<file path="src/include/xpc_defines.svh">
// Purpose: Shared constants of the crosspoint control link
// Assumes: One 4-bit code per output, eight outputs
// Notes: Included by both ends; definitions only
//
// What this block does
// - Serial mode loads all first-rank entries
// - Frame is 32 bits, output zero first
// - Host sends serial codes up to 1010
// - Latch copies full first rank to second
// - Codes 0000-0111 select input channel
// - Code 1000 grounds input, enable kept
// - Serial code 1001 enables buffer, grounds input
// - All buffers disabled after reset
// - Serial code 1010 disables buffer, stored as 1010
// - Serial codes above 1010 inhibit second-rank load
// - Parallel word captured on strobe rise
// - Latch updates all eight outputs together
// - Parallel channel or ground word changes exactly one entry
// - Host writes words, then one latch
// - Top code bit selects control or channel
// - Strobe acts only on rising edge
// - Edge select: rise loads, else low follows
// - Strobe gated by both chip enables
// - Each serial strobe shifts one bit
`ifndef XPC_DEFINES_SVH
`define XPC_DEFINES_SVH

// ****************************************
// Sizes
// ****************************************
`define XPC_NUM_OUT 8
`define XPC_CODE_W 4
`define XPC_ADDR_W 3
`define XPC_FRAME_W 32

// ****************************************
// Command codes
// ****************************************
`define XPC_CODE_GND 4'h8
`define XPC_CODE_ON_GND 4'h9
`define XPC_CODE_OFF 4'hA
`define XPC_CODE_OFF_ONE 4'hB
`define XPC_CODE_ON_ONE 4'hC
`define XPC_CODE_OFF_ALL 4'hD
`define XPC_CODE_ON_ALL 4'hE
`define XPC_CODE_SOFT_LATCH 4'hF
`define XPC_CODE_TOP_BIT 3

// ****************************************
// Reset values and timing
// ****************************************
`define XPC_SECOND_RST 32'h0000_0000
`define XPC_BUF_ON_RST 8'h00
`define XPC_CLK_NS 4
`define XPC_STROBE_HALF_NS 32
`define XPC_STROBE_HALF_CYC ((`XPC_STROBE_HALF_NS + `XPC_CLK_NS - 1) / `XPC_CLK_NS)

`endif

</file>
<file path="src/include/xpc_pkg.sv">
// Purpose: Types shared by the crosspoint link ends
// Assumes: Nothing beyond the defines header
// Notes: Types only; numbers live in the defines header
package xpc_pkg;

	// ****************************************
	// Host request kinds
	// ****************************************
	typedef enum logic [1:0]
	{
		XPC_REQ_FRAME,
		XPC_REQ_WORD,
		XPC_REQ_LATCH
	} xpc_req_t;

	// Host sequencer states
	typedef enum logic [2:0]
	{
		XPC_ST_IDLE,
		XPC_ST_SETUP,
		XPC_ST_STROBE,
		XPC_ST_LATCH_LO,
		XPC_ST_LATCH_HI
	} xpc_state_t;

endpackage

</file>
<file path="src/include/xpc_if.sv">
// Purpose: Pin-level link between host and crosspoint control
// Assumes: Code bit one is shared; shift output in serial mode
// Notes: Resolves the shared pin from both output enables
`timescale 1ns/1ps
interface xpc_if;
	logic wr; // Write strobe, also shift clock
	logic latch; // Second-rank load
	logic ce; // Active-high chip enable
	logic ce_n; // Active-low chip enable
	logic interface_style_select; // High serial, low parallel
	logic edge_select; // High edge latch, low level latch
	logic [2:0] buffer_select; // Output address
	logic [3:0] host_code; // Code bits as driven by host
	logic host_d1_oe_n; // Host drives bit one when low
	logic shift_out; // Device serial output on bit one
	logic shift_out_oe_n; // Device drives bit one when low
	logic [3:0] command_code; // Resolved code lines

	// Bit one: device wins in serial mode, weak low when floating
	assign command_code[3:2] = host_code[3:2];
	assign command_code[0] = host_code[0];
	assign command_code[1] = !shift_out_oe_n ? shift_out :
		(!host_d1_oe_n ? host_code[1] : 1'b0);

	modport dev
	(
		input wr, latch, ce, ce_n, interface_style_select, edge_select,
		input buffer_select, command_code,
		output shift_out, shift_out_oe_n
	);

	modport host
	(
		output wr, latch, ce, ce_n, interface_style_select, edge_select,
		output buffer_select, host_code, host_d1_oe_n,
		input command_code
	);
endinterface

</file>
<file path="src/rtl/xpc_host.sv">
// Purpose: Host end: drives serial frames, parallel words, latch
// Assumes: Strobe made by dividing sys_clk
// Notes: One request at a time; ready while idle
`timescale 1ns/1ps
`include "xpc_defines.svh"
module xpc_host #(
	parameter int HALF_CYC = `XPC_STROBE_HALF_CYC
)(
	// Clock and reset
	input wire logic sys_clk,
	input wire logic resetn,
	// Link to device
	xpc_if.host link,
	// Mode settings
	input wire logic cfg_serial,
	input wire logic cfg_edge,
	// Requests
	input wire logic req_valid,
	output logic req_ready,
	input wire xpc_pkg::xpc_req_t req_kind,
	input wire logic [31:0] req_frame,
	input wire logic [2:0] req_addr,
	input wire logic [3:0] req_code,
	// Answers
	output logic done,
	output logic err
);
	if (HALF_CYC < 1 || HALF_CYC > 255)
	begin : g_bad_half
		$error("xpc_host: HALF_CYC out of range");
	end

	xpc_pkg::xpc_state_t state_reg; // Sequencer state
	logic [7:0] tick_reg; // Cycles left in phase
	logic [5:0] bits_reg; // Serial bits left
	logic [31:0] shift_reg; // Outgoing frame, sent from top
	logic frame_bad; // Request frame carries an illegal code
	logic last_tick; // Phase ends now

	assign req_ready = (state_reg == xpc_pkg::XPC_ST_IDLE);
	assign last_tick = (tick_reg == 8'h00);

	// Refuse frames with codes above 1010
	always_comb
	begin
		frame_bad = 1'b0;
		for (int i = 0; i < 8; i++)
			frame_bad = frame_bad | (req_frame[4*i +: 4] > `XPC_CODE_OFF);
	end

	// ****************************************
	// Sequencer
	// ****************************************
	always_ff @(posedge sys_clk)
	begin
		if (!resetn)
		begin
			state_reg <= xpc_pkg::XPC_ST_IDLE;
			tick_reg <= 8'h00;
			bits_reg <= 6'h00;
			shift_reg <= 32'h0000_0000;
		end
		else
		begin
			unique case (state_reg)
				xpc_pkg::XPC_ST_IDLE:
				begin
					tick_reg <= 8'(HALF_CYC - 1);
					// Latch after words applies them together
					if (req_valid && req_kind == xpc_pkg::XPC_REQ_LATCH)
						state_reg <= xpc_pkg::XPC_ST_LATCH_LO;
					else if (req_valid && req_kind == xpc_pkg::XPC_REQ_WORD && !cfg_serial)
					begin
						bits_reg <= 6'h01;
						shift_reg <= {req_code, 28'h000_0000};
						state_reg <= xpc_pkg::XPC_ST_SETUP;
					end
					else if (req_valid && req_kind == xpc_pkg::XPC_REQ_FRAME && cfg_serial
						&& !frame_bad)
					begin
						bits_reg <= 6'h20;
						shift_reg <= req_frame;
						state_reg <= xpc_pkg::XPC_ST_SETUP;
					end
				end
				xpc_pkg::XPC_ST_SETUP:
				begin
					tick_reg <= last_tick ? 8'(HALF_CYC - 1) : tick_reg - 8'h01;
					if (last_tick)
						state_reg <= xpc_pkg::XPC_ST_STROBE;
				end
				xpc_pkg::XPC_ST_STROBE:
				begin
					tick_reg <= last_tick ? 8'(HALF_CYC - 1) : tick_reg - 8'h01;
					if (last_tick)
					begin
						// Next bit, most significant first
						shift_reg <= {shift_reg[30:0], 1'b0};
						bits_reg <= bits_reg - 6'h01;
						state_reg <= (bits_reg == 6'h01) ? xpc_pkg::XPC_ST_IDLE :
							xpc_pkg::XPC_ST_SETUP;
					end
				end
				xpc_pkg::XPC_ST_LATCH_LO:
				begin
					tick_reg <= last_tick ? 8'(HALF_CYC - 1) : tick_reg - 8'h01;
					if (last_tick)
						state_reg <= xpc_pkg::XPC_ST_LATCH_HI;
				end
				xpc_pkg::XPC_ST_LATCH_HI:
				begin
					tick_reg <= last_tick ? 8'(HALF_CYC - 1) : tick_reg - 8'h01;
					if (last_tick)
						state_reg <= xpc_pkg::XPC_ST_IDLE;
				end
				// Three spare codes of the state word; recover to idle
				default:
					state_reg <= xpc_pkg::XPC_ST_IDLE;
			endcase
		end
	end

	// ****************************************
	// Answers
	// ****************************************
	// Done marks the end of each transfer; err marks a refused request
	always_ff @(posedge sys_clk)
	begin
		if (!resetn)
		begin
			done <= 1'b0;
			err <= 1'b0;
		end
		else
		begin
			done <= last_tick && ((state_reg == xpc_pkg::XPC_ST_STROBE && bits_reg == 6'h01)
				|| state_reg == xpc_pkg::XPC_ST_LATCH_HI);
			err <= req_ready && req_valid && req_kind != xpc_pkg::XPC_REQ_LATCH &&
				(cfg_serial != (req_kind == xpc_pkg::XPC_REQ_FRAME) ||
				(req_kind == xpc_pkg::XPC_REQ_FRAME && frame_bad));
		end
	end

	// ****************************************
	// Pin drivers
	// ****************************************
	// All pins from flops; latch idles high so a pulse ends on a rise
	always_ff @(posedge sys_clk)
	begin
		if (!resetn)
		begin
			link.wr <= 1'b0;
			link.latch <= 1'b1;
			link.ce <= 1'b0;
			link.ce_n <= 1'b1;
			link.interface_style_select <= 1'b0;
			link.edge_select <= 1'b0;
			link.buffer_select <= 3'h0;
			link.host_code <= 4'h0;
			link.host_d1_oe_n <= 1'b0;
		end
		else
		begin
			link.wr <= (state_reg == xpc_pkg::XPC_ST_STROBE);
			link.latch <= (state_reg != xpc_pkg::XPC_ST_LATCH_LO);
			// Enables asserted only while a write is under way
			link.ce <= (state_reg == xpc_pkg::XPC_ST_SETUP || state_reg == xpc_pkg::XPC_ST_STROBE);
			link.ce_n <= !(state_reg == xpc_pkg::XPC_ST_SETUP ||
				state_reg == xpc_pkg::XPC_ST_STROBE);
			if (req_ready)
			begin
				link.interface_style_select <= cfg_serial;
				link.edge_select <= cfg_edge;
				link.host_d1_oe_n <= cfg_serial;
			end
			if (req_ready && req_valid && req_kind == xpc_pkg::XPC_REQ_WORD)
				link.buffer_select <= req_addr;
			// Serial bit rides on code bit zero; parallel uses all four
			link.host_code <= cfg_serial ? {3'h0, shift_reg[31]} : shift_reg[31:28];
		end
	end
endmodule // xpc_host

</file>
<file path="src/flat_wrapper.sv">
// flat-port wrapper written by rule: the top's interface ports become plain ports
module xpc_host_flat 
#(
	parameter int HALF_CYC = `XPC_STROBE_HALF_CYC
)
  (sys_clk, resetn, cfg_serial, cfg_edge, req_valid, req_ready, req_kind, req_frame, req_addr, req_code, done, err, link_wr, link_latch, link_ce, link_ce_n, link_interface_style_select, link_edge_select, link_buffer_select, link_host_code, link_host_d1_oe_n);
  xpc_if link_i ();
  input wire logic sys_clk;
  input wire logic resetn;
  input wire logic cfg_serial;
  input wire logic cfg_edge;
  input wire logic req_valid;
  output logic req_ready;
  input wire xpc_pkg::xpc_req_t req_kind;
  input wire logic [31:0] req_frame;
  input wire logic [2:0] req_addr;
  input wire logic [3:0] req_code;
  output logic done;
  output logic err;
  output wire logic [$bits(link_i.wr)-1:0] link_wr;
  output wire logic [$bits(link_i.latch)-1:0] link_latch;
  output wire logic [$bits(link_i.ce)-1:0] link_ce;
  output wire logic [$bits(link_i.ce_n)-1:0] link_ce_n;
  output wire logic [$bits(link_i.interface_style_select)-1:0] link_interface_style_select;
  output wire logic [$bits(link_i.edge_select)-1:0] link_edge_select;
  output wire logic [$bits(link_i.buffer_select)-1:0] link_buffer_select;
  output wire logic [$bits(link_i.host_code)-1:0] link_host_code;
  output wire logic [$bits(link_i.host_d1_oe_n)-1:0] link_host_d1_oe_n;
  assign link_wr = link_i.wr;
  assign link_latch = link_i.latch;
  assign link_ce = link_i.ce;
  assign link_ce_n = link_i.ce_n;
  assign link_interface_style_select = link_i.interface_style_select;
  assign link_edge_select = link_i.edge_select;
  assign link_buffer_select = link_i.buffer_select;
  assign link_host_code = {>>{link_i.host_code}};
  assign link_host_d1_oe_n = link_i.host_d1_oe_n;
  xpc_host #(.HALF_CYC(HALF_CYC)) u_core (.sys_clk(sys_clk), .resetn(resetn), .link(link_i), .cfg_serial(cfg_serial), .cfg_edge(cfg_edge), .req_valid(req_valid), .req_ready(req_ready), .req_kind(req_kind), .req_frame(req_frame), .req_addr(req_addr), .req_code(req_code), .done(done), .err(err));
endmodule
</file>
<file path="config.mk">
export PLATFORM = sky130hd
export DESIGN_NAME = xpc_host_flat
export DESIGN_NICKNAME = d
export VERILOG_FILES = /design/src/include/xpc_pkg.sv /design/src/include/xpc_if.sv /design/src/rtl/xpc_host.sv /design/src/flat_wrapper.sv
export VERILOG_INCLUDE_DIRS = /design/src /design/src/include
export SDC_FILE = /design/constraint.sdc
export NUM_CORES = 1
export LEC_CHECK = 0
export BUFFER_PORTS_ARGS = -buffer_cell sky130_fd_sc_hd__buf_2
export CAP_MARGIN = 10
export CELL_PAD_IN_SITES_DETAIL_PLACEMENT = 1
export CELL_PAD_IN_SITES_GLOBAL_PLACEMENT = 2
export CORE_ASPECT_RATIO = 0.5
export CORE_MARGIN = 2
export CORE_UTILIZATION = 34
export DETAILED_ROUTE_END_ITERATION = 12
export GPL_ROUTABILITY_DRIVEN = 0
export MAX_ROUTING_LAYER = met4
export PLACE_DENSITY_LB_ADDON = 0.1
export SLEW_MARGIN = 40
export SYNTH_ARGS = -nofsm -noshare
export SYNTH_HDL_FRONTEND = slang
export SYNTH_SLANG_ARGS = --single-unit
export TNS_END_PERCENT = 1
</file>
<file path="constraint.sdc">
create_clock -name sys_clk -period 2.9 [get_ports sys_clk]
set_input_delay 0.145 -clock sys_clk [delete_from_list [all_inputs] [get_ports sys_clk]]
set_output_delay 0.145 -clock sys_clk [all_outputs]
set_load 0.005 [all_outputs]
</file>
==> results.sh <==
export IMPL_cts_tree="built"
export IMPL_root_buffer="clkbuf_16"
export IMPL_fin_nets=417
export IMPL_drive_above_1_share_pct=25.3
export IMPL_first_pass_iters=4
export IMPL_reg2reg_to="u_core.shift_reg[6]"
export IMPL_clkSlewWorstSetupHoldPaths_ps=50
export IMPL_syn_num_nets=364
export IMPL_antenna_found_initial=0
export IMPL_finalMaxSlewViolations=0
export IMPL_yosysSeqAreaShare_pct=41.5
export IMPL_grt_max_degree=42
export IMPL_dieWidth_um=139
export IMPL_die_y_um=71.4
export IMPL_post_route_drc_count=0
export IMPL_final_cells=489
export IMPL_p_leak_uw=0.00190
export IMPL_clockBufferDepth=2
export IMPL_worstPathRequired_ps=3110
export IMPL_finalClockSkew_ps=7.50
export IMPL_async_reset_ff_share_pct=0
export IMPL_crit_path_max_fanout=19
export IMPL_fmax_mhz=390
export IMPL_synth_area_leader_cell="dfxtp_1"
export IMPL_min_path_cells=3
export IMPL_synth_common_cells="dfxtp_1, o211a_1, a221o_1, nand2_1, clkbuf_1"
export IMPL_endpoint_kind="register"
export IMPL_grt_pass1_wl_mm=14.5
export IMPL_die_area_um2=9910
export IMPL_fin_crit_sh_pct=88.4
export IMPL_syn_area_um2=3090
export IMPL_worst_ep_arrival_time_ps=2780
export IMPL_dpl_hpwl_mm=6.05
export IMPL_cts_resized=0
export IMPL_synth_seq_cells=64
export IMPL_num_fill_cells=1029
export IMPL_core_area_um2=8770
export IMPL_yosys_area_share_adder_pct=1.62
export IMPL_synth_top_cell_area_share_pct=41.5
export IMPL_hold_path_class="in -> reg"
export IMPL_cts_buffers=9
export IMPL_cts_sinks=64
export IMPL_port_buffers=62
export IMPL_wl_per_cell_um=17.6
export IMPL_synth_enable_flop_cells=0
export IMPL_yosysUniqueCellTypes=52
export IMPL_yosys_warnings=0
export IMPL_cts_setup_buffers=0
export IMPL_wl_mm=8.58
export IMPL_grt_total_usage_pct=18.9
export IMPL_maxCapViolCount=0
export IMPL_r2r_cells=7
export IMPL_cts_htree_levels=3
export IMPL_rrSetupSlack_ps=340
export IMPL_dr_total_vias=2681
export IMPL_setup_tns_ps=0
export IMPL_maxSlewHeadroom_pct=56.1
export IMPL_synthTopCellsByArea="dfxtp_1, o211a_1, a221o_1, mux2i_1, nand2_1"
export IMPL_synth_mux_area_share_pct=3.97
export IMPL_io_pin_count=63
export IMPL_synth_most_common_cell="dfxtp_1"
export IMPL_worstMarginPinSlew_ps=658
export IMPL_rr_startpoint="u_core.tick_reg[2]"
export IMPL_drt_iter0_markers=162
export IMPL_syn_to_final_growth_pct=22.2
export IMPL_synth_top_family_by_area="compound AO/OA/AOI/OAI gates"
export IMPL_synth_compound_area_share_pct=31.4
export IMPL_whs_endpoint="u_core.link.buffer_select[0]"
export IMPL_clkLatencyLatePin_ps=330
export IMPL_ir_drop_mv=0.294
export IMPL_synth_xor_area_share_pct=1.13
export IMPL_holdBufCountCts=0
export IMPL_largest_reg_flops=32
export IMPL_worstSetupPathType="reg -> reg"
export IMPL_drtAntennaViolNets=0
export IMPL_min_from="req_addr[0]"
export IMPL_dpl_cell_area_um2=3470
export IMPL_ys_flop_type="dfxtp_1"
export IMPL_hold_violations=0
export IMPL_yosys_area_share_simple_pct=15.0
export IMPL_crit_path_start_kind="register"
export IMPL_antenna_cells=0
export IMPL_grt_pass1_vias=2848
export IMPL_power_density_nw_per_um2=750
export IMPL_synth_cells=314
export IMPL_status="finished clean"
export IMPL_period_minus_slack_ps=2560
export IMPL_avgSynthCellArea_um2=9.83
export IMPL_via_per_inst=5.48
export IMPL_placement_rows=24
export IMPL_gr_total_overflow=0
export IMPL_rsz0062_at_grt="false"
export IMPL_setup_viol=0
export IMPL_dp_cells=473
export IMPL_initial_core_util_pct=35.2
export IMPL_fin_area_um2=3770
-- how the worst max path moves through the flow --
stage / from / endpoint / cells after the start
floorplan: u_core.tick_reg[2] / u_core.shift_reg[26] / 7
global placement: u_core.state_reg[1] / u_core.bits_reg[5] / 6
detailed placement: u_core.tick_reg[2] / u_core.shift_reg[6] / 7
CTS: u_core.tick_reg[2] / u_core.shift_reg[6] / 7
global route: u_core.state_reg[1] / u_core.shift_reg[6] / 7
finish: u_core.tick_reg[2] / u_core.shift_reg[6] / 7
-- cell type report --
| cell class | instances | area [um2] | share of cell area [%] |
|---|---|---|---|
| Sequential cell | 64 | 1280 | 34.0 |
| Inverter | 7 | 26.3 | 0.696 |
| Clock buffer | 11 | 243 | 6.43 |
| Clock inverter | 5 | 56.3 | 1.49 |
| Timing Repair Buffer | 68 | 375 | 9.95 |
| Multi-Input combinational cell | 217 | 1650 | 43.6 |
| Tap cell | 117 | 146 | 3.88 |
-- per-layer routing --
| layer | global-route usage [%] | vias up | part of all wire (%) |
|---|---|---|---|
| met3 | 5.48 | 7 | 4.0 |
| met2 | 30.5 | 58 | 46 |
| met5 | - | - | 0 |
| met1 | 24.0 | 1312 | 49 |
| met4 | 3.70 | 0 | 0.64 |
| li1 | - | 1304 | - |
-- logic make-up (layout without fill, tap and decap cells) --
kind of cell | after synthesis | in the layout
simple gates | 86 | 86
fa+ha+maj | 4 | 4
flops | 64 | 64
compound gates | 111 | 111
xor+xnor | 4 | 4
buf+inv | 33 | 91
mux | 12 | 12
-- critical path, cell delays in order, from the launching register on --
cell,delay (ps)
dfxtp_1,340
or4_1,560
or4b_4,590
a2bb2o_4,250
a21oi_4,90
buf_8,200
a221o_1,280
o211a_1,140
-- placed cells by master, fill, tap and decap left out, types with 3 or more instances in the layout --
cell        n
dfxtp_1    64
buf_2      62
o211a_1    29
a221o_1    27
nand2_1    26
nor2b_1    12
mux2i_1    10
a21o_1      9
nor2_1      9
clkbuf_16   9
o21ai_0     8
inv_1       7
a21boi_0    7
and2_1      6
nand3_1     6
nor3_1      6
and3_1      5
a21oi_1     5
xor2_1      4
nor3b_1     4
o211ai_1    4
ha_1        4
buf_4       4
or3_1       3
-- through the flow --
step	total power, uW	utilization [%]	worst slack, ps	hold slack (ps)
final	2830	43.0	337	87.1
after global routing	3000	43.0	213	86.4
after CTS	2860	43.0	336	83.7
after detailed placement	1760	39.6	357	426
after global placement	1740	39.5	446	399
after floorplan	1570	-	589	276
-- power by group --
group / switching [uW] / total [uW] / internal [uW]
combinational: 398 / 679 / 281
sequential: 86.0 / 1070 / 981
clock: 398 / 1080 / 687
Power figures use the tool's default switching activity.
